`src/common/ulc_pkg.sv`:
```
// UART channel line, FIFO and modem control: shared constants and types.
// Assumes a 50 MHz system clock and a 32-bit classic Wishbone register bus.
package ulc_pkg;

	// ----------------------------------------
	// Register map (byte addresses)
	// ----------------------------------------
	localparam logic [7:0] ADDR_CTRL = 8'h00;
	localparam logic [7:0] ADDR_STATUS = 8'h04;
	localparam logic [7:0] ADDR_TXDATA = 8'h08;
	localparam logic [7:0] ADDR_RXDATA = 8'h0C;
	localparam logic [7:0] ADDR_BAUD = 8'h10;
	localparam logic [7:0] ADDR_INT_STAT = 8'h14;
	localparam logic [7:0] ADDR_INT_MASK = 8'h18;

	// ----------------------------------------
	// Control register layout and reset values
	// ----------------------------------------
	typedef struct packed {
		logic [2:0] rsv_31_29;
		logic hw_flow_enable;
		logic [1:0] rsv_27_26;
		logic send_request;
		logic terminal_ready;
		logic [1:0] rx_fifo_trigger_level;
		logic [1:0] tx_fifo_trigger_level;
		logic rx_fifo_clear;
		logic tx_fifo_clear;
		logic rx_fifo_enable;
		logic tx_fifo_enable;
		logic rsv_15;
		logic ir_mode;
		logic [1:0] word_length_sel;
		logic [7:0] rsv_11_4;
		logic [1:0] rx_mode;
		logic [1:0] tx_mode;
	} ulc_ctrl_s;

	localparam logic [31:0] CTRL_RST = 32'h0000_0000;
	localparam logic [31:0] CTRL_WMASK = 32'h13F3_700F;
	localparam int CTRL_TX_CLEAR_BIT = 18;
	localparam int CTRL_RX_CLEAR_BIT = 19;
	localparam logic [15:0] BAUD_DIV_RST = 16'h0000;
	localparam logic [3:0] INT_RST = 4'h0;

	// Service request modes in tx_mode / rx_mode
	localparam logic [1:0] MODE_IRQ = 2'h1;

	// ----------------------------------------
	// Interrupt status bits
	// ----------------------------------------
	localparam int INT_TX_SVC = 0;
	localparam int INT_RX_SVC = 1;
	localparam int INT_RX_OVR = 2;
	localparam int INT_RX_FRM = 3;
	localparam int INT_W = 4;

	// ----------------------------------------
	// FIFO and thresholds
	// ----------------------------------------
	localparam int FIFO_DEPTH = 32;
	localparam int PTR_W = 5;
	localparam int CNT_W = 6;
	localparam logic [5:0] FIFO_FULL = 6'h20;
	localparam logic [5:0] TX_EMPTY_TL0 = 6'h1E;
	localparam logic [5:0] TX_EMPTY_TL1 = 6'h18;
	localparam logic [5:0] TX_EMPTY_TL2 = 6'h10;
	localparam logic [5:0] TX_EMPTY_TL3 = 6'h08;
	localparam logic [5:0] RX_VALID_TL0 = 6'h01;
	localparam logic [5:0] RX_VALID_TL1 = 6'h08;
	localparam logic [5:0] RX_VALID_TL2 = 6'h12;
	localparam logic [5:0] RX_VALID_TL3 = 6'h1C;
	localparam logic [5:0] RTS_HOLD_LEVEL = 6'h1E;

	// ----------------------------------------
	// Bit timing in 16x oversampling ticks
	// ----------------------------------------
	localparam logic [3:0] TICK_SAMPLE = 4'h7;
	localparam logic [3:0] TICK_LAST = 4'hF;
	localparam logic [3:0] IR_PULSE_TICKS = 4'h3;
	localparam logic [2:0] WL_BASE_BITS = 3'h4;

	typedef enum logic [2:0] {
		TX_IDLE = 3'b000,
		TX_LOAD = 3'b001,
		TX_START = 3'b010,
		TX_DATA = 3'b011,
		TX_STOP = 3'b100
	} ulc_tx_e;

	typedef enum logic [1:0] {
		RX_IDLE = 2'b00,
		RX_START = 2'b01,
		RX_DATA = 2'b10,
		RX_STOP = 2'b11
	} ulc_rx_e;

endpackage

```
`src/hw/ulc_fifo.sv`:
```
// 32 x 8 FIFO with registered read data and a synchronous clear.
// Assumes the caller pops only when count is non-zero; data valid one cycle after pop.
`timescale 1ns/10ps
`default_nettype none
module ulc_fifo (
	input wire logic clk_sys,
	input wire logic rst_n,
	input wire logic clr,
	input wire logic push,
	input wire logic [7:0] push_data,
	input wire logic pop,
	output logic [7:0] rd_data,
	output logic [ulc_pkg::CNT_W-1:0] count
);
	logic [7:0] mem [0:ulc_pkg::FIFO_DEPTH-1];
	logic [ulc_pkg::PTR_W-1:0] wptr_reg;
	logic [ulc_pkg::PTR_W-1:0] rptr_reg;
	logic do_push;
	logic do_pop;

	// A push that meets a clear always lands, even on a full store
	assign do_push = push && (clr || (count != ulc_pkg::FIFO_FULL));
	assign do_pop = pop && (count != '0) && !clr;

	always_ff @(posedge clk_sys) begin
		if (do_push) begin
			mem[clr ? '0 : wptr_reg] <= push_data;
		end
	end

	always_ff @(posedge clk_sys or negedge rst_n) begin
		if (!rst_n) begin
			rd_data <= 8'h00;
		end else if (do_pop) begin
			rd_data <= mem[rptr_reg];
		end
	end

	// Clear empties the store; a push in the same cycle survives it
	always_ff @(posedge clk_sys or negedge rst_n) begin
		if (!rst_n) begin
			wptr_reg <= '0;
			rptr_reg <= '0;
			count <= '0;
		end else if (clr) begin
			rptr_reg <= '0;
			wptr_reg <= do_push ? ulc_pkg::PTR_W'(1) : '0;
			count <= do_push ? ulc_pkg::CNT_W'(1) : '0;
		end else begin
			if (do_push) begin
				wptr_reg <= wptr_reg + ulc_pkg::PTR_W'(1);
			end
			if (do_pop) begin
				rptr_reg <= rptr_reg + ulc_pkg::PTR_W'(1);
			end
			count <= count + ulc_pkg::CNT_W'(do_push) - ulc_pkg::CNT_W'(do_pop);
		end
	end
endmodule
`default_nettype wire

```
`src/hw/ulc_uart.sv`:
```
// UART channel: word length, infra-red coding, FIFOs, triggers and modem control.
// Assumes a classic Wishbone master and pins synchronous to clk_sys.
//
// The address map and the Wishbone register port were decided locally.
`timescale 1ns/10ps
`default_nettype none
// Contract
// - Word length code selects five to eight bits
// - IR transmit zero is 3/16 bit pulse
// - IR receive detects 3/16 pulse as zero
// - IR mode bit selects IR or normal
// - Transmit FIFO enable uses 32-byte FIFO
// - Receive FIFO enable uses 32-byte FIFO
// - Transmit FIFO clear spares character in shifter
// - Receive FIFO clear spares character being received
// - Transmit trigger sets empty byte threshold
// - Receive trigger sets valid byte threshold
// - Terminal ready pin low while bit set
// - Send request pin follows bit without flow
// - Hardware flow control drives send request itself
module ulc_uart (
	input wire logic clk_sys,
	input wire logic rst_n,
	input wire logic wb_cyc_i,
	input wire logic wb_stb_i,
	input wire logic wb_we_i,
	input wire logic [7:0] wb_adr_i,
	input wire logic [3:0] wb_sel_i,
	input wire logic [31:0] wb_dat_i,
	output logic [31:0] wb_dat_o,
	output logic wb_ack_o,
	input wire logic rx_in,
	output logic tx_out,
	input wire logic cts_in_n,
	input wire logic dcd_in_n,
	output logic terminal_ready_out_n,
	output logic send_request_out_n,
	output logic irq,
	output logic tx_dma_req,
	output logic rx_dma_req
);
	ulc_pkg::ulc_ctrl_s ctrl_reg;
	logic [15:0] baud_reg;
	logic [15:0] baud_cnt_reg;
	logic tick;
	logic [ulc_pkg::INT_W-1:0] int_stat_reg;
	logic [ulc_pkg::INT_W-1:0] int_mask_reg;
	logic [ulc_pkg::INT_W-1:0] int_event;
	logic busy_reg;
	logic req;
	logic [31:0] wmask;
	logic wr_ctrl;
	logic [31:0] rd_mux;
	logic tx_clr;
	logic rx_clr;
	logic tx_push;
	logic tx_pop;
	logic rx_push;
	logic rx_pop;
	logic [7:0] tx_rd_data;
	logic [7:0] rx_rd_data;
	logic [5:0] tx_count;
	logic [5:0] rx_count;
	logic [5:0] tx_thr;
	logic [5:0] rx_thr;
	logic tx_svc;
	logic rx_svc;
	logic [2:0] wl_last;
	ulc_pkg::ulc_tx_e tx_state_reg;
	logic [3:0] tx_cnt_reg;
	logic [2:0] tx_bit_reg;
	logic [7:0] tx_shift_reg;
	logic tx_level;
	ulc_pkg::ulc_rx_e rx_state_reg;
	logic [3:0] rx_cnt_reg;
	logic [2:0] rx_bit_reg;
	logic [7:0] rx_shift_reg;
	logic rx_zero_acc_reg;
	logic rx_zero;
	logic rx_samp;
	logic rx_bit_zero;
	logic [7:0] rx_word;
	logic rx_room;
	logic rx_done;
	logic rx_frame_err;

	// ----------------------------------------
	// Wishbone slave
	// ----------------------------------------
	assign req = wb_cyc_i && wb_stb_i && !busy_reg && !wb_ack_o;
	assign wmask = {{8{wb_sel_i[3]}}, {8{wb_sel_i[2]}}, {8{wb_sel_i[1]}}, {8{wb_sel_i[0]}}};
	assign wr_ctrl = req && wb_we_i && (wb_adr_i == ulc_pkg::ADDR_CTRL);
	assign tx_clr = wr_ctrl && wb_sel_i[2] && wb_dat_i[ulc_pkg::CTRL_TX_CLEAR_BIT];
	assign rx_clr = wr_ctrl && wb_sel_i[2] && wb_dat_i[ulc_pkg::CTRL_RX_CLEAR_BIT];
	assign tx_push = req && wb_we_i && (wb_adr_i == ulc_pkg::ADDR_TXDATA) && wb_sel_i[0]
		&& (ctrl_reg.tx_fifo_enable ? (tx_count != ulc_pkg::FIFO_FULL) : (tx_count == '0));
	assign rx_pop = req && !wb_we_i && (wb_adr_i == ulc_pkg::ADDR_RXDATA) && (rx_count != '0);

	always_ff @(posedge clk_sys or negedge rst_n) begin
		if (!rst_n) begin
			busy_reg <= 1'b0;
			wb_ack_o <= 1'b0;
		end else begin
			busy_reg <= req;
			wb_ack_o <= busy_reg;
		end
	end

	always_comb begin
		case (wb_adr_i)
			ulc_pkg::ADDR_CTRL: rd_mux = ctrl_reg;
			ulc_pkg::ADDR_STATUS: rd_mux = {12'h000, rx_svc, tx_svc, rx_state_reg != ulc_pkg::RX_IDLE,
				tx_state_reg != ulc_pkg::TX_IDLE, 2'h0, rx_count, 2'h0, tx_count};
			ulc_pkg::ADDR_RXDATA: rd_mux = {24'h000000, rx_rd_data};
			ulc_pkg::ADDR_BAUD: rd_mux = {16'h0000, baud_reg};
			ulc_pkg::ADDR_INT_STAT: rd_mux = {28'h0000000, int_stat_reg};
			ulc_pkg::ADDR_INT_MASK: rd_mux = {28'h0000000, int_mask_reg};
			default: rd_mux = 32'h0000_0000;
		endcase
	end

	always_ff @(posedge clk_sys or negedge rst_n) begin
		if (!rst_n) begin
			wb_dat_o <= 32'h0000_0000;
		end else if (busy_reg) begin
			wb_dat_o <= wb_we_i ? 32'h0000_0000 : rd_mux;
		end else begin
			wb_dat_o <= 32'h0000_0000;
		end
	end

	// Reserved and pulse bits not stored
	always_ff @(posedge clk_sys or negedge rst_n) begin
		if (!rst_n) begin
			ctrl_reg <= ulc_pkg::CTRL_RST;
		end else if (wr_ctrl) begin
			ctrl_reg <= (ctrl_reg & ~(wmask & ulc_pkg::CTRL_WMASK)) | (wb_dat_i & wmask & ulc_pkg::CTRL_WMASK);
		end
	end

	always_ff @(posedge clk_sys or negedge rst_n) begin
		if (!rst_n) begin
			baud_reg <= ulc_pkg::BAUD_DIV_RST;
			int_mask_reg <= ulc_pkg::INT_RST;
		end else if (req && wb_we_i && wb_sel_i[0]) begin
			if (wb_adr_i == ulc_pkg::ADDR_BAUD) begin
				baud_reg <= {wb_sel_i[1] ? wb_dat_i[15:8] : baud_reg[15:8], wb_dat_i[7:0]};
			end
			if (wb_adr_i == ulc_pkg::ADDR_INT_MASK) begin
				int_mask_reg <= wb_dat_i[ulc_pkg::INT_W-1:0];
			end
		end
	end

	// ----------------------------------------
	// Interrupts: sticky, write one to clear, set wins
	// ----------------------------------------
	assign int_event = {rx_frame_err, rx_done && !rx_room && !rx_clr,
		rx_svc && (ctrl_reg.rx_mode == ulc_pkg::MODE_IRQ), tx_svc && (ctrl_reg.tx_mode == ulc_pkg::MODE_IRQ)};

	always_ff @(posedge clk_sys or negedge rst_n) begin
		if (!rst_n) begin
			int_stat_reg <= ulc_pkg::INT_RST;
		end else if (req && wb_we_i && wb_sel_i[0] && (wb_adr_i == ulc_pkg::ADDR_INT_STAT)) begin
			int_stat_reg <= (int_stat_reg & ~wb_dat_i[ulc_pkg::INT_W-1:0]) | int_event;
		end else begin
			int_stat_reg <= int_stat_reg | int_event;
		end
	end

	// ----------------------------------------
	// Triggers, service requests, modem pins
	// ----------------------------------------
	// Transmit empty thresholds
	always_comb begin
		case (ctrl_reg.tx_fifo_trigger_level)
			2'h0: tx_thr = ulc_pkg::TX_EMPTY_TL0;
			2'h1: tx_thr = ulc_pkg::TX_EMPTY_TL1;
			2'h2: tx_thr = ulc_pkg::TX_EMPTY_TL2;
			default: tx_thr = ulc_pkg::TX_EMPTY_TL3;
		endcase
	end

	always_comb begin
		case (ctrl_reg.rx_fifo_trigger_level)
			2'h0: rx_thr = ulc_pkg::RX_VALID_TL0;
			2'h1: rx_thr = ulc_pkg::RX_VALID_TL1;
			2'h2: rx_thr = ulc_pkg::RX_VALID_TL2;
			default: rx_thr = ulc_pkg::RX_VALID_TL3;
		endcase
	end

	assign tx_svc = ctrl_reg.tx_fifo_enable ? ((ulc_pkg::FIFO_FULL - tx_count) >= tx_thr) : (tx_count == '0);
	assign rx_svc = ctrl_reg.rx_fifo_enable ? (rx_count >= rx_thr) : (rx_count != '0);

	// Service request by interrupt or DMA
	always_ff @(posedge clk_sys or negedge rst_n) begin
		if (!rst_n) begin
			irq <= 1'b0;
			tx_dma_req <= 1'b0;
			rx_dma_req <= 1'b0;
		end else begin
			irq <= |(int_stat_reg & int_mask_reg);
			tx_dma_req <= tx_svc && ctrl_reg.tx_mode[1];
			rx_dma_req <= rx_svc && ctrl_reg.rx_mode[1];
		end
	end

	always_ff @(posedge clk_sys or negedge rst_n) begin
		if (!rst_n) begin
			terminal_ready_out_n <= 1'b1;
			send_request_out_n <= 1'b1;
		end else begin
			terminal_ready_out_n <= !ctrl_reg.terminal_ready;
			if (ctrl_reg.hw_flow_enable) begin
				send_request_out_n <= rx_count >= ulc_pkg::RTS_HOLD_LEVEL;
			end else begin
				send_request_out_n <= !ctrl_reg.send_request;
			end
		end
	end

	// ----------------------------------------
	// Baud tick, 16 per bit
	// ----------------------------------------
	assign tick = (baud_cnt_reg == baud_reg);

	always_ff @(posedge clk_sys or negedge rst_n) begin
		if (!rst_n) begin
			baud_cnt_reg <= 16'h0000;
		end else begin
			baud_cnt_reg <= tick ? 16'h0000 : baud_cnt_reg + 16'h0001;
		end
	end

	// Last data bit index from word length
	assign wl_last = ulc_pkg::WL_BASE_BITS + {1'b0, ctrl_reg.word_length_sel};

	// ----------------------------------------
	// Transmitter
	// ----------------------------------------
	// Clear-to-send gates frame start
	assign tx_pop = (tx_state_reg == ulc_pkg::TX_IDLE) && (tx_count != '0)
		&& (!ctrl_reg.hw_flow_enable || !cts_in_n);

	// Shifter keeps its character through clear
	always_ff @(posedge clk_sys or negedge rst_n) begin
		if (!rst_n) begin
			tx_state_reg <= ulc_pkg::TX_IDLE;
			tx_cnt_reg <= 4'h0;
			tx_bit_reg <= 3'h0;
			tx_shift_reg <= 8'h00;
		end else begin
			case (tx_state_reg)
				ulc_pkg::TX_IDLE: begin
					if (tx_pop) begin
						tx_state_reg <= ulc_pkg::TX_LOAD;
					end
				end
				ulc_pkg::TX_LOAD: begin
					tx_shift_reg <= tx_rd_data;
					tx_cnt_reg <= 4'h0;
					tx_bit_reg <= 3'h0;
					tx_state_reg <= ulc_pkg::TX_START;
				end
				ulc_pkg::TX_START, ulc_pkg::TX_DATA, ulc_pkg::TX_STOP: begin
					if (tick) begin
						tx_cnt_reg <= tx_cnt_reg + 4'h1;
						if (tx_cnt_reg == ulc_pkg::TICK_LAST) begin
							if (tx_state_reg == ulc_pkg::TX_START) begin
								tx_state_reg <= ulc_pkg::TX_DATA;
							end else if (tx_state_reg == ulc_pkg::TX_STOP) begin
								tx_state_reg <= ulc_pkg::TX_IDLE;
							end else begin
								tx_shift_reg <= {1'b1, tx_shift_reg[7:1]};
								tx_bit_reg <= tx_bit_reg + 3'h1;
								if (tx_bit_reg == wl_last) begin
									tx_state_reg <= ulc_pkg::TX_STOP;
								end
							end
						end
					end
				end
				default: tx_state_reg <= ulc_pkg::TX_IDLE;
			endcase
		end
	end

	assign tx_level = (tx_state_reg == ulc_pkg::TX_START) ? 1'b0
		: (tx_state_reg == ulc_pkg::TX_DATA) ? tx_shift_reg[0] : 1'b1;

	always_ff @(posedge clk_sys or negedge rst_n) begin
		if (!rst_n) begin
			tx_out <= 1'b1;
		end else if (ctrl_reg.ir_mode) begin
			// Zero sent as short high pulse
			tx_out <= !tx_level && (tx_cnt_reg < ulc_pkg::IR_PULSE_TICKS);
		end else begin
			tx_out <= tx_level;
		end
	end

	// ----------------------------------------
	// Receiver
	// ----------------------------------------
	// Zero level depends on mode
	assign rx_zero = ctrl_reg.ir_mode ? rx_in : !rx_in;
	// In IR mode any pulse within the bit marks zero; normal mode samples only at tick 7
	assign rx_samp = ctrl_reg.ir_mode ? rx_zero : ((rx_cnt_reg == ulc_pkg::TICK_SAMPLE) && rx_zero);
	assign rx_bit_zero = rx_zero_acc_reg || rx_samp;
	assign rx_done = tick && (rx_state_reg == ulc_pkg::RX_STOP) && (rx_cnt_reg == ulc_pkg::TICK_LAST) && !rx_bit_zero;
	assign rx_frame_err = tick && (rx_state_reg == ulc_pkg::RX_STOP) && (rx_cnt_reg == ulc_pkg::TICK_LAST) && rx_bit_zero;
	assign rx_room = ctrl_reg.rx_fifo_enable ? (rx_count != ulc_pkg::FIFO_FULL) : (rx_count == '0);
	// Character in flight pushed even across clear
	assign rx_push = rx_done && (rx_room || rx_clr);
	assign rx_word = rx_shift_reg >> (3'h7 - wl_last);

	always_ff @(posedge clk_sys or negedge rst_n) begin
		if (!rst_n) begin
			rx_state_reg <= ulc_pkg::RX_IDLE;
			rx_cnt_reg <= 4'h0;
			rx_bit_reg <= 3'h0;
			rx_shift_reg <= 8'h00;
			rx_zero_acc_reg <= 1'b0;
		end else if (tick) begin
			rx_cnt_reg <= rx_cnt_reg + 4'h1;
			rx_zero_acc_reg <= (rx_cnt_reg == ulc_pkg::TICK_LAST) ? 1'b0 : rx_bit_zero;
			case (rx_state_reg)
				ulc_pkg::RX_IDLE: begin
					rx_cnt_reg <= 4'h1;
					rx_bit_reg <= 3'h0;
					rx_zero_acc_reg <= ctrl_reg.ir_mode;
					if (rx_zero && (!ctrl_reg.hw_flow_enable || !dcd_in_n)) begin
						rx_state_reg <= ulc_pkg::RX_START;
					end
				end
				ulc_pkg::RX_START: begin
					if (rx_cnt_reg == ulc_pkg::TICK_LAST) begin
						rx_state_reg <= rx_bit_zero ? ulc_pkg::RX_DATA : ulc_pkg::RX_IDLE;
					end
				end
				ulc_pkg::RX_DATA: begin
					if (rx_cnt_reg == ulc_pkg::TICK_LAST) begin
						rx_shift_reg <= {!rx_bit_zero, rx_shift_reg[7:1]};
						rx_bit_reg <= rx_bit_reg + 3'h1;
						if (rx_bit_reg == wl_last) begin
							rx_state_reg <= ulc_pkg::RX_STOP;
						end
					end
				end
				ulc_pkg::RX_STOP: begin
					if (rx_cnt_reg == ulc_pkg::TICK_LAST) begin
						rx_state_reg <= ulc_pkg::RX_IDLE;
					end
				end
				default: rx_state_reg <= ulc_pkg::RX_IDLE;
			endcase
		end
	end

	// ----------------------------------------
	// FIFOs
	// ----------------------------------------
	ulc_fifo u_tx_fifo (
		.clk_sys(clk_sys),
		.rst_n(rst_n),
		.clr(tx_clr),
		.push(tx_push),
		.push_data(wb_dat_i[7:0]),
		.pop(tx_pop),
		.rd_data(tx_rd_data),
		.count(tx_count)
	);

	ulc_fifo u_rx_fifo (
		.clk_sys(clk_sys),
		.rst_n(rst_n),
		.clr(rx_clr),
		.push(rx_push),
		.push_data(rx_word),
		.pop(rx_pop),
		.rd_data(rx_rd_data),
		.count(rx_count)
	);

	// ----------------------------------------
	// Assertions
	// ----------------------------------------
	a_bus_ack_two: assert property (@(posedge clk_sys) disable iff (!rst_n)
		req |-> ##2 wb_ack_o ##1 !wb_ack_o) else $error("ack not at second edge");
	a_dtr_drive: assert property (@(posedge clk_sys) disable iff (!rst_n)
		wr_ctrl && wb_sel_i[3] && wb_dat_i[24] |-> ##2 !terminal_ready_out_n) else $error("dtr pin not low");
	a_rts_soft: assert property (@(posedge clk_sys) disable iff (!rst_n)
		(!ctrl_reg.hw_flow_enable && ctrl_reg.send_request)[*2] |-> !send_request_out_n) else $error("rts pin high");
	a_rts_hw_full: assert property (@(posedge clk_sys) disable iff (!rst_n)
		ctrl_reg.hw_flow_enable && rx_count >= ulc_pkg::RTS_HOLD_LEVEL |=> send_request_out_n) else $error("rts not held");
	a_ir_pulse_len: assert property (@(posedge clk_sys) disable iff (!rst_n)
		ctrl_reg.ir_mode && tx_state_reg == ulc_pkg::TX_START && tx_cnt_reg >= 4'h3 |=> !tx_out) else $error("ir pulse long");
	a_ir_pulse_on: assert property (@(posedge clk_sys) disable iff (!rst_n)
		ctrl_reg.ir_mode && tx_state_reg == ulc_pkg::TX_START && tx_cnt_reg < 4'h3 |=> tx_out) else $error("ir pulse missing");
	a_norm_start: assert property (@(posedge clk_sys) disable iff (!rst_n)
		!ctrl_reg.ir_mode && tx_state_reg == ulc_pkg::TX_START |=> !tx_out) else $error("start bit not low");
	a_wl_stop: assert property (@(posedge clk_sys) disable iff (!rst_n)
		tick && tx_state_reg == ulc_pkg::TX_DATA && tx_cnt_reg == 4'hF && tx_bit_reg == wl_last
		|=> tx_state_reg == ulc_pkg::TX_STOP) else $error("word length wrong");
	a_txclr_empty: assert property (@(posedge clk_sys) disable iff (!rst_n)
		tx_clr |=> tx_count == 6'h00) else $error("tx fifo not cleared");
	a_rx_trigger: assert property (@(posedge clk_sys) disable iff (!rst_n)
		ctrl_reg.rx_fifo_enable && ctrl_reg.rx_mode[1] && rx_count >= rx_thr |=> rx_dma_req) else $error("rx request missing");
	a_irq_level: assert property (@(posedge clk_sys) disable iff (!rst_n)
		|(int_stat_reg & int_mask_reg) |=> irq) else $error("irq not raised");
endmodule
`default_nettype wire

```
`config.mk`:
```
export PLATFORM = sky130hd
export DESIGN_NAME = ulc_uart
export DESIGN_NICKNAME = d
export VERILOG_FILES = /design/src/common/ulc_pkg.sv /design/src/hw/ulc_fifo.sv /design/src/hw/ulc_uart.sv
export SDC_FILE = /design/constraint.sdc
export NUM_CORES = 1
export LEC_CHECK = 0
export BUFFER_PORTS_ARGS = -buffer_cell sky130_fd_sc_hd__clkbuf_2
export CORE_ASPECT_RATIO = 1.2
export CORE_MARGIN = 3
export CORE_UTILIZATION = 56
export CTS_CLUSTER_SIZE = 20
export DETAILED_ROUTE_END_ITERATION = 12
export GPL_TIMING_DRIVEN = 0
export PLACE_DENSITY = 0.76
export SLEW_MARGIN = 40
export SYNTH_ARGS = -nofsm -noshare
export SYNTH_HDL_FRONTEND = slang
export SYNTH_SLANG_ARGS = --single-unit
export TNS_END_PERCENT = 30
```
`constraint.sdc`:
```
create_clock -name clk_sys -period 3.7 [get_ports clk_sys]
set_clock_uncertainty 0.2 [all_clocks]
set_input_delay 0.74 -clock clk_sys [delete_from_list [all_inputs] [get_ports clk_sys]]
set_output_delay 0.74 -clock clk_sys [all_outputs]
set_load 0.005 [all_outputs]
```
# ---- Word-level counts from Yosys, hierarchy flattened
# Memory sizes are Yosys's and may differ from the RTL's. A register that Yosys moved wholly into a read port is not among the register bits.
# Cells that the tools add are included.
dict set report totals {
  regBits 180
  latch_bits 0
  ramBits 512
  rom_bits 0
  input_bits 52
  output_inout_bits 39
  word_cells 272
  mem_count 2
}
# name depth width rd rd_clocked_by_memory_dff write_ports line_no
set mem_list {}
lappend mem_list {u_rx_fifo.mem 32 8 1 1 1 ulc_fifo.sv:15} ;# logic [7:0] mem [0:ulc_pkg::FIFO_DEPTH-1];
lappend mem_list {u_tx_fifo.mem 32 8 1 1 1 ulc_fifo.sv:15}
dict set report op_classes {
  add_sub_neg 16
  n_mul 0
  n_div 0
  magnitude_cmp 4
  n_eq_ne 38
  shifts 1
  mux 68
  bitwise_logic 9
  reduce_logical 88
}
# operator n
set op_table {}
lappend op_table {{$pmux 32 s6} 1}
lappend op_table {{$mux 32} 2}
lappend op_table {{$mux 5} 10}
lappend op_table {{$logic_and 1x1->1} 38}
lappend op_table {{$mux 3} 11}
lappend op_table {{$and 32x32->32} 1}
lappend op_table {{$mux 8} 4}
lappend op_table {{$not 29->32} 1}
lappend op_table {{$or 32x29->32} 1}
lappend op_table {{$pmux 5 s3} 2}
lappend op_table {{$and 29x29->29} 1}
lappend op_table {{$eq 8x5->1 const B} 3}
lappend op_table {{$add 5x1->5 const B} 4}
lappend op_table {{$mux 1} 20}
lappend op_table {{$add 16x1->16 const B} 1}
lappend op_table {{$eq 16x16->1} 1}
lappend op_table {{$eq 8x4->1 const B} 2}
lappend op_table {{$logic_not 1->1} 16}
lappend op_table {{$mux 16} 1}
lappend op_table {{$ne 2x2->1 const B} 8}
lappend op_table {{$pmux 8 s2} 1}
lappend op_table {{$reduce_bool 2->1} 7}
lappend op_table {{$add 6x1->6} 2}
lappend op_table {{$ge 6x6->1} 2}
lappend op_table {{45 further kinds} 84}

# ---- Longest topological paths before layout
# Gate-level depths: netlist of run 1.
dict set report depth {
  depth_word 13
  ltp_mapped 17
  depth_no_buf 15
}

# ---- By module
# Synthesis of run 1 repeated with hierarchy kept, for this count alone.
dict set report hier_totals {
  hier_cells 1865
  hier_area_um2 29391.9
}
# mod n_inst cells_each area_per_inst_um2 seq_area_each_um2
set modules_own_cells {}
lappend modules_own_cells {{ulc_fifo (u_tx_fifo)} 1 624 11448.5 8287.9}
lappend modules_own_cells {{ulc_fifo (u_rx_fifo)} 1 615 11433.5 8287.9}
lappend modules_own_cells {ulc_uart 1 626 6510.0 3181.8}

# ---- Worst setup path after synthesis of run 1
# OpenSTA, ideal clock, no wires.
dict set report synth_timing {
  kind {input port to flip-flop}
  from {input port wb_adr_i[4]}
  to {register u_tx_fifo.count[4] (netlist bit)}
  setup_ns 0.078
  arrival_ns 3.781
  required_ns 3.422
  path_slack_ns -0.359
  cell_stages 16
  path_buffers 3
  path_cell_list {buf_2 -> nor4_2 -> nand3_1 -> or3_1 -> clkbuf_1 -> nand2_1 -> buf_2 -> inv_1 -> ha_1 -> inv_1 -> ha_1 -> fa_1 -> a21oi_1 -> nor2_1 -> or3_1 -> a21oi_1}
}
dict set report synth_via {
  elab_cells_between_ends 15
  classes_between {2 x add/sub; 1 x eq/ne; 1 x mux; 11 x reduce/logical}
}
# element line_no
set synth_lines {}
lappend synth_lines {{from (decl)} ulc_uart.sv:27} ;# input wire logic [7:0] wb_adr_i,
lappend synth_lines {{$logic_not 8->1} ulc_uart.sv:92} ;# assign wr_ctrl = req && wb_we_i && (wb_adr_i == ulc_pkg::ADDR_CTRL);
lappend synth_lines {{$logic_and 1x1->1} ulc_uart.sv:92}
lappend synth_lines {{$logic_and 1x1->1 (2 in a row)} ulc_uart.sv:93} ;# assign tx_clr = wr_ctrl && wb_sel_i[2] && wb_dat_i[ulc_pkg::CTRL_TX_CLEAR_BIT];
lappend synth_lines {{$logic_not 1->1} ulc_fifo.sv:23} ;# assign do_pop = pop && (count != '0) && !clr;
lappend synth_lines {{$logic_and 1x1->1} ulc_fifo.sv:23}
lappend synth_lines {{named net u_tx_fifo.do_pop} ulc_fifo.sv:19} ;# logic do_pop;
lappend synth_lines {{$sub 6x1->6} ulc_fifo.sv:56} ;# count <= count + ulc_pkg::CNT_W'(do_push) - ulc_pkg::CNT_W'(do_pop);
lappend synth_lines {{$mux 6} ulc_fifo.sv:45} ;# end else if (clr) begin
lappend synth_lines {{to (signal assigned)} ulc_fifo.sv:48} ;# count <= do_push ? ulc_pkg::CNT_W'(1) : '0;
lappend synth_lines {{to (signal assigned)} ulc_fifo.sv:56}
lappend synth_lines {{to (decl)} ulc_fifo.sv:13} ;# output logic [ulc_pkg::CNT_W-1:0] count
# The timed path passes the listed nets, and every way through them passes these cells.
# A chain may end at the register's enable or synchronous reset.

# ---- Worst setup path in the final report of run 1
dict set report layout_timing {
  from {register rx_cnt_reg[0]}
  to {memory u_rx_fifo.mem[15][6] (enable)}
}
dict set report layout_via {
  elab_chain_len 10
  elab_cells_between_ends 12
  classes_between {2 x eq/ne; 3 x mux; 7 x reduce/logical}
}
# element line_no
set layout_rtl {}
lappend layout_rtl {{from (decl)} ulc_uart.sv:75} ;# logic [3:0] rx_cnt_reg;
lappend layout_rtl {{from (signal assigned)} ulc_uart.sv:326} ;# rx_cnt_reg <= rx_cnt_reg + 4'h1;
lappend layout_rtl {{$eq 4x3->1} ulc_uart.sv:309} ;# assign rx_samp = ctrl_reg.ir_mode ? rx_zero : ((rx_cnt_reg == ulc_pkg::TICK_SAMPLE) && rx_zero);
lappend layout_rtl {{$logic_and 1x1->1} ulc_uart.sv:309}
lappend layout_rtl {{$mux 1} ulc_uart.sv:309}
lappend layout_rtl {{$logic_or 1x1->1} ulc_uart.sv:310} ;# assign rx_bit_zero = rx_zero_acc_reg || rx_samp;
lappend layout_rtl {{$logic_not 1->1} ulc_uart.sv:311} ;# assign rx_done = tick && (rx_state_reg == ulc_pkg::RX_STOP) && (rx_cnt_reg == ulc_pkg::TICK_LAST) && !rx_bit_z ...
lappend layout_rtl {{$logic_and 1x1->1 *} ulc_uart.sv:311}
lappend layout_rtl {{$logic_and 1x1->1 *} ulc_uart.sv:315} ;# assign rx_push = rx_done && (rx_room || rx_clr);
lappend layout_rtl {{$logic_and 1x1->1 *} ulc_fifo.sv:22} ;# assign do_push = push && (clr || (count != ulc_pkg::FIFO_FULL));
lappend layout_rtl {{$mux 1 *} ulc_fifo.sv:26} ;# if (do_push) begin
lappend layout_rtl {{$mux 1 *} ulc_fifo.sv:27} ;# mem[clr ? '0 : wptr_reg] <= push_data;
lappend layout_rtl {{to (decl)} ulc_fifo.sv:15}
# Mark *: on every way between the ends. The rest lies on a longest branch, timed or not.

==> impl_metrics.json, run 1 <==
{
  "ir_worst_vdd_uv": 419,
  "yosys_most_used_dff": "edfxtp_1",
  "die_x_um": 212,
  "drtPass1Iterations": 6,
  "violations": "setup timing",
  "fmax_mhz": 269,
  "rows": 90,
  "async_flop_share_pct": 25.5,
  "hold_slack_ns": 0.161,
  "clock-sinks": 687,
  "clk_pin_slew_ns": 0.06,
  "finalWorstSetupSlack_ns": -0.0202,
  "cts-root-buf": "clkbuf_16",
  "slew_headroom_pct": 41.4,
  "grt_max_degree": 64,
  "routedWlPerCell_um": 25.5,
  "leakage_nw": 11.9,
  "rsz0062_at_grt": "true",
  "max-cap-violations": 0,
  "place.gp.congestion": 0.907,
  "hp-class": "primary input to register",
  "yosysWarnings": 0,
  "critical_path_arrival_ns": 3.75,
  "clock_latency_ns": 0.61,
  "drive_above_1_share_pct": 25.0,
  "cpMaxStageDelayCell": "a2111oi_1",
  "grt_pass1_vias": 17049,
  "start_util_pct": 56.8,
  "avgSynthCellArea_um2": 16.2,
  "area_growth_pct": 14.4,
  "drv_slew": 0,
  "yosysTopAreaCell": "edfxtp_1",
  "cts_buffers": 68,
  "layout_common_cells": "edfxtp_1 (512), dfrtp_1 (171), mux4_2 (116)",
  "grt_overflow": 0,
  "ys_ff_latch": 687,
  "cts_max_path_buffers": 3,
  "critical_path.max_stage_delay_ns": 0.56,
  "hpwl_um": 45300,
  "synth_edf_count": 512,
  "fin_util_pct": 65.0,
  "synth.distinct_cells": 75,
  "min_period_ns": 3.72,
  "crit_path_start_kind": "register",
  "critical_path_required_ns": 3.73,
  "ios": 91,
  "end_kind": "register",
  "synthCells": 1767,
  "die_area_mm2": 0.0538,
  "period_share_pct": 101,
  "via_per_inst": 6.34,
  "synthTopCellsByArea": "edfxtp_1 (54%), dfrtp_1 (15%), mux4_2 (9.1%)",
  "drt_iter0_drc": 1850,
  "ys_seq_area_share_pct": 69.1,
  "power_density_mw_per_mm2": 528,
  "grt_usage_pct": 25.3,
  "route.vias.total": 16732,
  "hold_viol_final": 0,
  "outcome": "complete, but fails checks",
  "yosysTopAreaCellShare_pct": 53.8,
  "diodes": 0,
  "n_fill_cell": 3370,
  "numPortBuffers": 79,
  "worst_slew_pin_slew_ns": 0.871,
  "top_regs": "u_rx_fifo.mem x256, u_tx_fifo.mem x256, wb_dat_o x27",
  "grt_pass1_wl_um": 102000,
  "tns_ns": -0.102,
  "core_mm2": 0.0503,
  "final-setup-viol-count": 6,
  "antenna_found_initial": 1,
  "drt-total-wl_um": 67200,
  "cts_tree": "built",
  "htree_num_levels": 3,
  "cp_cell_sequence": "ha_1 > nand4_1 > a2111oi_1 > o21ai_1 > nor4_4 > nand3_2 > nor2_2",
  "die_h_um": 254,
  "path_class": "register to register",
  "syn_area_mm2": 0.0286,
  "final_nets": 2035,
  "final_common_cell": "edfxtp_1",
  "final_antenna_net_count": 0,
  "drc": 0,
  "crit_fanout": 8
}
[final timing paths]
| kind | start | to | slack, ns | cells past startpoint |
|---|---|---|---|---|
| max | rx_cnt_reg[0] | u_rx_fifo.mem[15][6] | -0.02 | 7 |
| min | wb_dat_i[28] | register | 0.16 | 2 |
| max reg2reg | rx_cnt_reg[0] | u_rx_fifo.mem[15][6] | -0.02 | 7 |
| min reg2reg | register | terminal_ready_out_n | 0.19 | 1 |
| max in group asynchronous | rst_n | u_tx_fifo.count[2] | 1.78 | 4 |
| min in group asynchronous | rst_n | baud_cnt_reg[10] | 0.49 | 2 |
[cell families after synthesis]
| logic type | Yosys count | synth area share, % |
|---|---|---|
| AND/OR/NAND/NOR | 437 | 7.92 |
| multiplexers | 207 | 12.5 |
| flip-flops | 687 | 69.1 |
| buffers and inverters | 121 | 1.85 |
| other | 1 | 0.0131 |
| adder cells (fa/ha/maj) | 43 | 1.93 |
| XOR/XNOR | 57 | 1.75 |
| AO/OA/AOI/OAI | 214 | 4.93 |
[metal layers]
| metal | vias up | global-route usage, % | share of wire [%] |
|---|---|---|---|
| met5 | - | 0 | 0 |
| li1 | 7205 | - | - |
| met2 | 735 | 43.2 | 52 |
| met3 | 186 | 4.30 | 6.5 |
| met1 | 8606 | 32.3 | 38 |
| met4 | 0 | 10.9 | 4.3 |
[Yosys cell counts (all sizes together), types with 14 or more instances]
master	n
xor2	37
buf	45
a21oi	41
nor2b	16
nor3	18
o21ai	49
clkbuf	38
o22ai	42
mux4	116
inv	38
nand3	44
nand4	15
ha	41
a22oi	20
edfxtp	512
xnor2	20
or3	15
dfrtp	172
nand2	97
mux2	42
and2	14
nor2	145
mux2i	49
[where the power goes]
group / total (W) / internal [W] / leakage, nW / switching (W)
logic: 0.00160 / 0.000591 / 3.84 / 0.00100
clock network: 0.00687 / 0.00390 / 1.08 / 0.00297
registers: 0.00881 / 0.00860 / 7.01 / 0.000202
total: 0.0173 / 0.0131 / 11.9 / 0.00418
[worst max-delay path: cells and delay by family, from the launching register on]
family | cells | cell delay [ns]
AND/OR/NAND/NOR | 4 | 1.69
flip-flops | 1 | 0.39
adder cells (fa/ha/maj) | 1 | 0.25
AO/OA/AOI/OAI | 2 | 0.80
[layout make-up]
cell class | count | area (um2) | share of cell area, %
flip-flops and latches | 687 | 19800 | 60.4
multi-input cells | 963 | 8680 | 26.5
clock buffers | 83 | 1810 | 5.53
well taps | 644 | 806 | 2.46
repair buffers | 99 | 676 | 2.07
clock inverters | 42 | 424 | 1.30
plain buffers | 83 | 409 | 1.25
inverters | 38 | 143 | 0.436
[stage by stage]
| step | cell area, um2 | worst slack, ns | instances | total power (W) |
|---|---|---|---|---|
| 6_report | 32700 | -0.0202 | 2639 | 0.0173 |
| 5_1_grt | 32700 | -0.128 | 2639 | 0.0178 |
| 4_1_cts | 32500 | -0.0996 | 2634 | 0.0173 |
| 3_5_place_dp | 30100 | -0.466 | 2503 | 0.0105 |
| 3_3_place_gp | 29800 | -1.38 | 2494 | 0.0103 |
| 2_1_floorplan | 28600 | 0.0455 | 1771 | 0.00991 |
[timing repair]
item / in CTS / in global routing
endpoints found under the setup margin: 266 / 341
setup buffers: 5 / 5
gates cloned: 0 / 0
hold buffers: 1 / 0
resized for setup: 35 / 37
pin swaps: 3 / 3
hold endpoints to repair: 54 / 0
Power figures use the tool's default switching activity.
==> run 2, diff against run 1 <==
--- a/config.mk
+++ b/config.mk
@@ -5,10 +5,12 @@
 export SDC_FILE = /design/constraint.sdc
 export NUM_CORES = 1
 export LEC_CHECK = 0
+export ABC_AREA = 1
 export BUFFER_PORTS_ARGS = -buffer_cell sky130_fd_sc_hd__clkbuf_2
 export CORE_ASPECT_RATIO = 1.2
 export CORE_MARGIN = 3
 export CORE_UTILIZATION = 56
+export CTS_BUF_LIST = sky130_fd_sc_hd__clkbuf_16
 export CTS_CLUSTER_SIZE = 20
 export DETAILED_ROUTE_END_ITERATION = 12
 export GPL_TIMING_DRIVEN = 0
@@ -17,4 +19,4 @@
 export SYNTH_ARGS = -nofsm -noshare
 export SYNTH_HDL_FRONTEND = slang
 export SYNTH_SLANG_ARGS = --single-unit
-export TNS_END_PERCENT = 30
+export TNS_END_PERCENT = 10
==> impl_metrics.json, run 2 <==
{
  "slew_headroom_pct": 42.5,
  "top_regs": "u_rx_fifo.mem x256, u_tx_fifo.mem x256, wb_dat_o x27",
  "rows": 91,
  "dpl.cell_count": 3432,
  "cp_cell_sequence": "ha_1 > nand2_1 > nor2_1 > o21ai_0 > inv_1 > nor2_1 > inv_1 > nor2_8 > nand4_4 > nor2_1",
  "drt_iter0_drc": 2363,
  "syn_area_mm2": 0.0293,
  "clock_latency_ns": 0.61,
  "async_flop_share_pct": 25.5,
  "worst_slew_pin_slew_ns": 0.860,
  "dpl_cell_area_mm2": 0.0309,
  "post-synth-top-count-cell": "edfxtp_1",
  "r2r_setup_slack_ns": 0.05,
  "clk_pin_slew_ns": 0.06,
  "ir_worst_vdd_uv": 482,
  "critical_path.max_stage_delay_ns": 0.71,
  "htree_num_levels": 3,
  "crit_family": "simple AND/OR/NAND/NOR gates",
  "hold_slack_ns": 0.141,
  "critical_path_required_ns": 3.73,
  "place.gp.congestion": 0.966,
  "ios": 91,
  "ff2ff_path_depth": 10,
  "fin_util_pct": 64.5,
  "rsz0062_at_grt": "true",
  "grt_usage_pct": 30.4,
  "area_growth_pct": 13.6,
  "final_antenna_net_count": 0,
  "drv_slew": 0,
  "ys_ff_latch": 687,
  "period_share_pct": 98.7,
  "design_area_mm2": 0.0333,
  "drive_above_1_share_pct": 11.3,
  "core_mm2": 0.0516,
  "cts-root-buf": "clkbuf_16",
  "yosysTopAreaCell": "edfxtp_1",
  "avgSynthCellArea_um2": 11.1,
  "synthCells": 2639,
  "crit_path_start_kind": "register",
  "layout_common_cells": "edfxtp_1 (512), nor2_1 (420), o21ai_0 (363)",
  "layout.cells.non_filler": 3554,
  "outcome": "complete, no violations",
  "max-cap-violations": 0,
  "crit_buf_inv": 2,
  "grt_pass1_vias": 21125,
  "numPortBuffers": 80,
  "power_w": 0.0164,
  "clock-sinks": 687,
  "cts_buffers": 69,
  "n_fill_cell": 3903,
  "reg2reg_from": "rx_cnt_reg[0]",
  "min_period_ns": 3.65,
  "critPathMostFrequentCell": "nor2_1",
  "cts_max_path_buffers": 3,
  "grt_overflow": 0,
  "antenna_found_initial": 1,
  "cts_tree": "built",
  "final_common_cell": "edfxtp_1",
  "crit_fanout": 8,
  "final-setup-viol-count": 0,
  "hold_path_startpoint": "wb_dat_i[28]",
  "routedWlPerCell_um": 23.8,
  "start_util_pct": 56.8,
  "drt-total-wl_um": 84500,
  "drc": 0,
  "grt_max_degree": 60,
  "final_nets": 2902,
  "hp-class": "primary input to register",
  "yosysTopAreaCellShare_pct": 52.5,
  "via_per_inst": 6.06,
  "drtPass1Iterations": 6,
  "yosys_most_used_dff": "edfxtp_1",
  "fmax_mhz": 274,
  "yosysWarnings": 0,
  "r2r_end": "u_rx_fifo.mem[29][4]",
  "hpwl_um": 58700,
  "leakage_nw": 12.9,
  "route.vias.total": 21529,
  "die_x_um": 215,
  "end_kind": "register",
  "power_density_mw_per_mm2": 494,
  "grt_pass1_wl_um": 127000,
  "synth_edf_count": 512,
  "die_area_mm2": 0.0551,
  "synthTopCellsByArea": "edfxtp_1 (52%), dfrtp_1 (15%), o21ai_0 (6.3%)",
  "ys_seq_area_share_pct": 67.4,
  "die_h_um": 257,
  "synth_common_cells": "edfxtp_1 (512), nor2_1 (457), o21ai_0 (368)",
  "critical_path_arrival_ns": 3.68,
  "hold_viol_final": 0,
  "holdPathStages": 3,
  "path_class": "register to register",
  "cpMaxStageDelayCell": "nor2_1",
  "synth.distinct_cells": 54
}
==> run 2: cell types whose count changed after synthesis, sizes merged, moves of 39 or more <==
cell,delta
nor2,+332
o21ai,+322
nand2,+225
inv,+133
mux4,-116
nand3,+68
clkbuf,+52
mux2i,-48
mux2,-41
a21oi,+39
==> run 2: area by class of cell <==
| cell class | count | area, um2 | share of cell area [%] |
|---|---|---|---|
| flip-flops and latches | 687 | 19800 | 59.3 |
| multi-input cells | 1652 | 8560 | 25.7 |
| clock buffers | 73 | 1830 | 5.49 |
| well taps | 697 | 872 | 2.62 |
| inverters | 178 | 671 | 2.01 |
| repair buffers | 93 | 616 | 1.85 |
| plain buffers | 126 | 541 | 1.62 |
| clock inverters | 47 | 447 | 1.34 |
| diodes | 1 | 2.50 | 0.00752 |
==> run 2: report_power, final <==
| group | total (W) | leakage [nW] | internal [W] | switching, W |
|---|---|---|---|---|
| sequential | 0.00838 | 7.10 | 0.00833 | 0.0000536 |
| clock | 0.00710 | 1.14 | 0.00418 | 0.00292 |
| combinational | 0.000950 | 4.64 | 0.000318 | 0.000632 |
| total | 0.0164 | 12.9 | 0.0128 | 0.00361 |
==> run 2: kinds of logic (layout without fill, tap and decap cells) <==
group | after synthesis | in the layout | synth area share, %
AOI/OAI and AO/OA | 625 | 625 | 12.0
xor gates and xnor gates | 19 | 19 | 0.568
adders and majority gates | 43 | 43 | 1.89
buffers and inverters | 304 | 517 | 4.11
DFF | 687 | 687 | 67.4
muxes | 2 | 2 | 0.0726
other | 1 | 6 | 0.0128
and+or+nand+nor | 958 | 958 | 14.0
==> run 2: worst max path at each step <==
stage | slack, ns | cells past startpoint | end | start
after floorplan | 0.23 | 20 | u_tx_fifo.count[4] | wb_adr_i[0]
after global placement | -1.53 | 3 | u_rx_fifo.mem[22][0] | register
after detailed placement | -0.45 | 21 | u_tx_fifo.count[4] | wb_adr_i[5]
after CTS | 0.004 | 19 | u_tx_fifo.count[4] | u_tx_fifo.count[2]
after global routing | -0.12 | 10 | u_rx_fifo.mem[29][6] | rx_cnt_reg[0]
final | 0.05 | 10 | u_rx_fifo.mem[29][4] | rx_cnt_reg[0]
==> run 2: per-stage QoR <==
| stage | setup TNS [ns] | worst slack, ns |
|---|---|---|
| after floorplan | 0 | 0.226 |
| after global placement | -518.31 | -1.53 |
| after detailed placement | -9.27 | -0.452 |
| after CTS | 0 | 0.00430 |
| after global routing | -2.35 | -0.116 |
| final | 0 | 0.0491 |
==> run 2: worst register-to-register path, delay by kind of cell, from the launching register on <==
family | cells | cell delay [ns]
and+or+nand+nor | 6 | 1.87
buffers and inverters | 2 | 0.44
DFF | 1 | 0.41
adders and majority gates | 1 | 0.23
AOI/OAI and AO/OA | 1 | 0.14
==> run 2: timing repair <==
| item | 4_1_cts | 5_1_grt |
|---|---|---|
| endpoints found under the hold margin | 57 | 0 |
| resized for setup | 0 | 25 |
| endpoints found under the setup margin | 0 | 156 |
| hold buffers | 1 | 0 |
| setup buffers | 0 | 0 |
==> run 2: metal layers <==
| metal | vias to the layer above | wire length [um] | GRT usage (%) |
|---|---|---|---|
| met5 | - | 0 | 0 |
| met2 | 1168 | 40600 | 49.7 |
| li1 | 9610 | - | - |
| met1 | 10497 | 32300 | 39.3 |
| met4 | 0 | 4610 | 16.7 |
| met3 | 254 | 7050 | 4.81 |
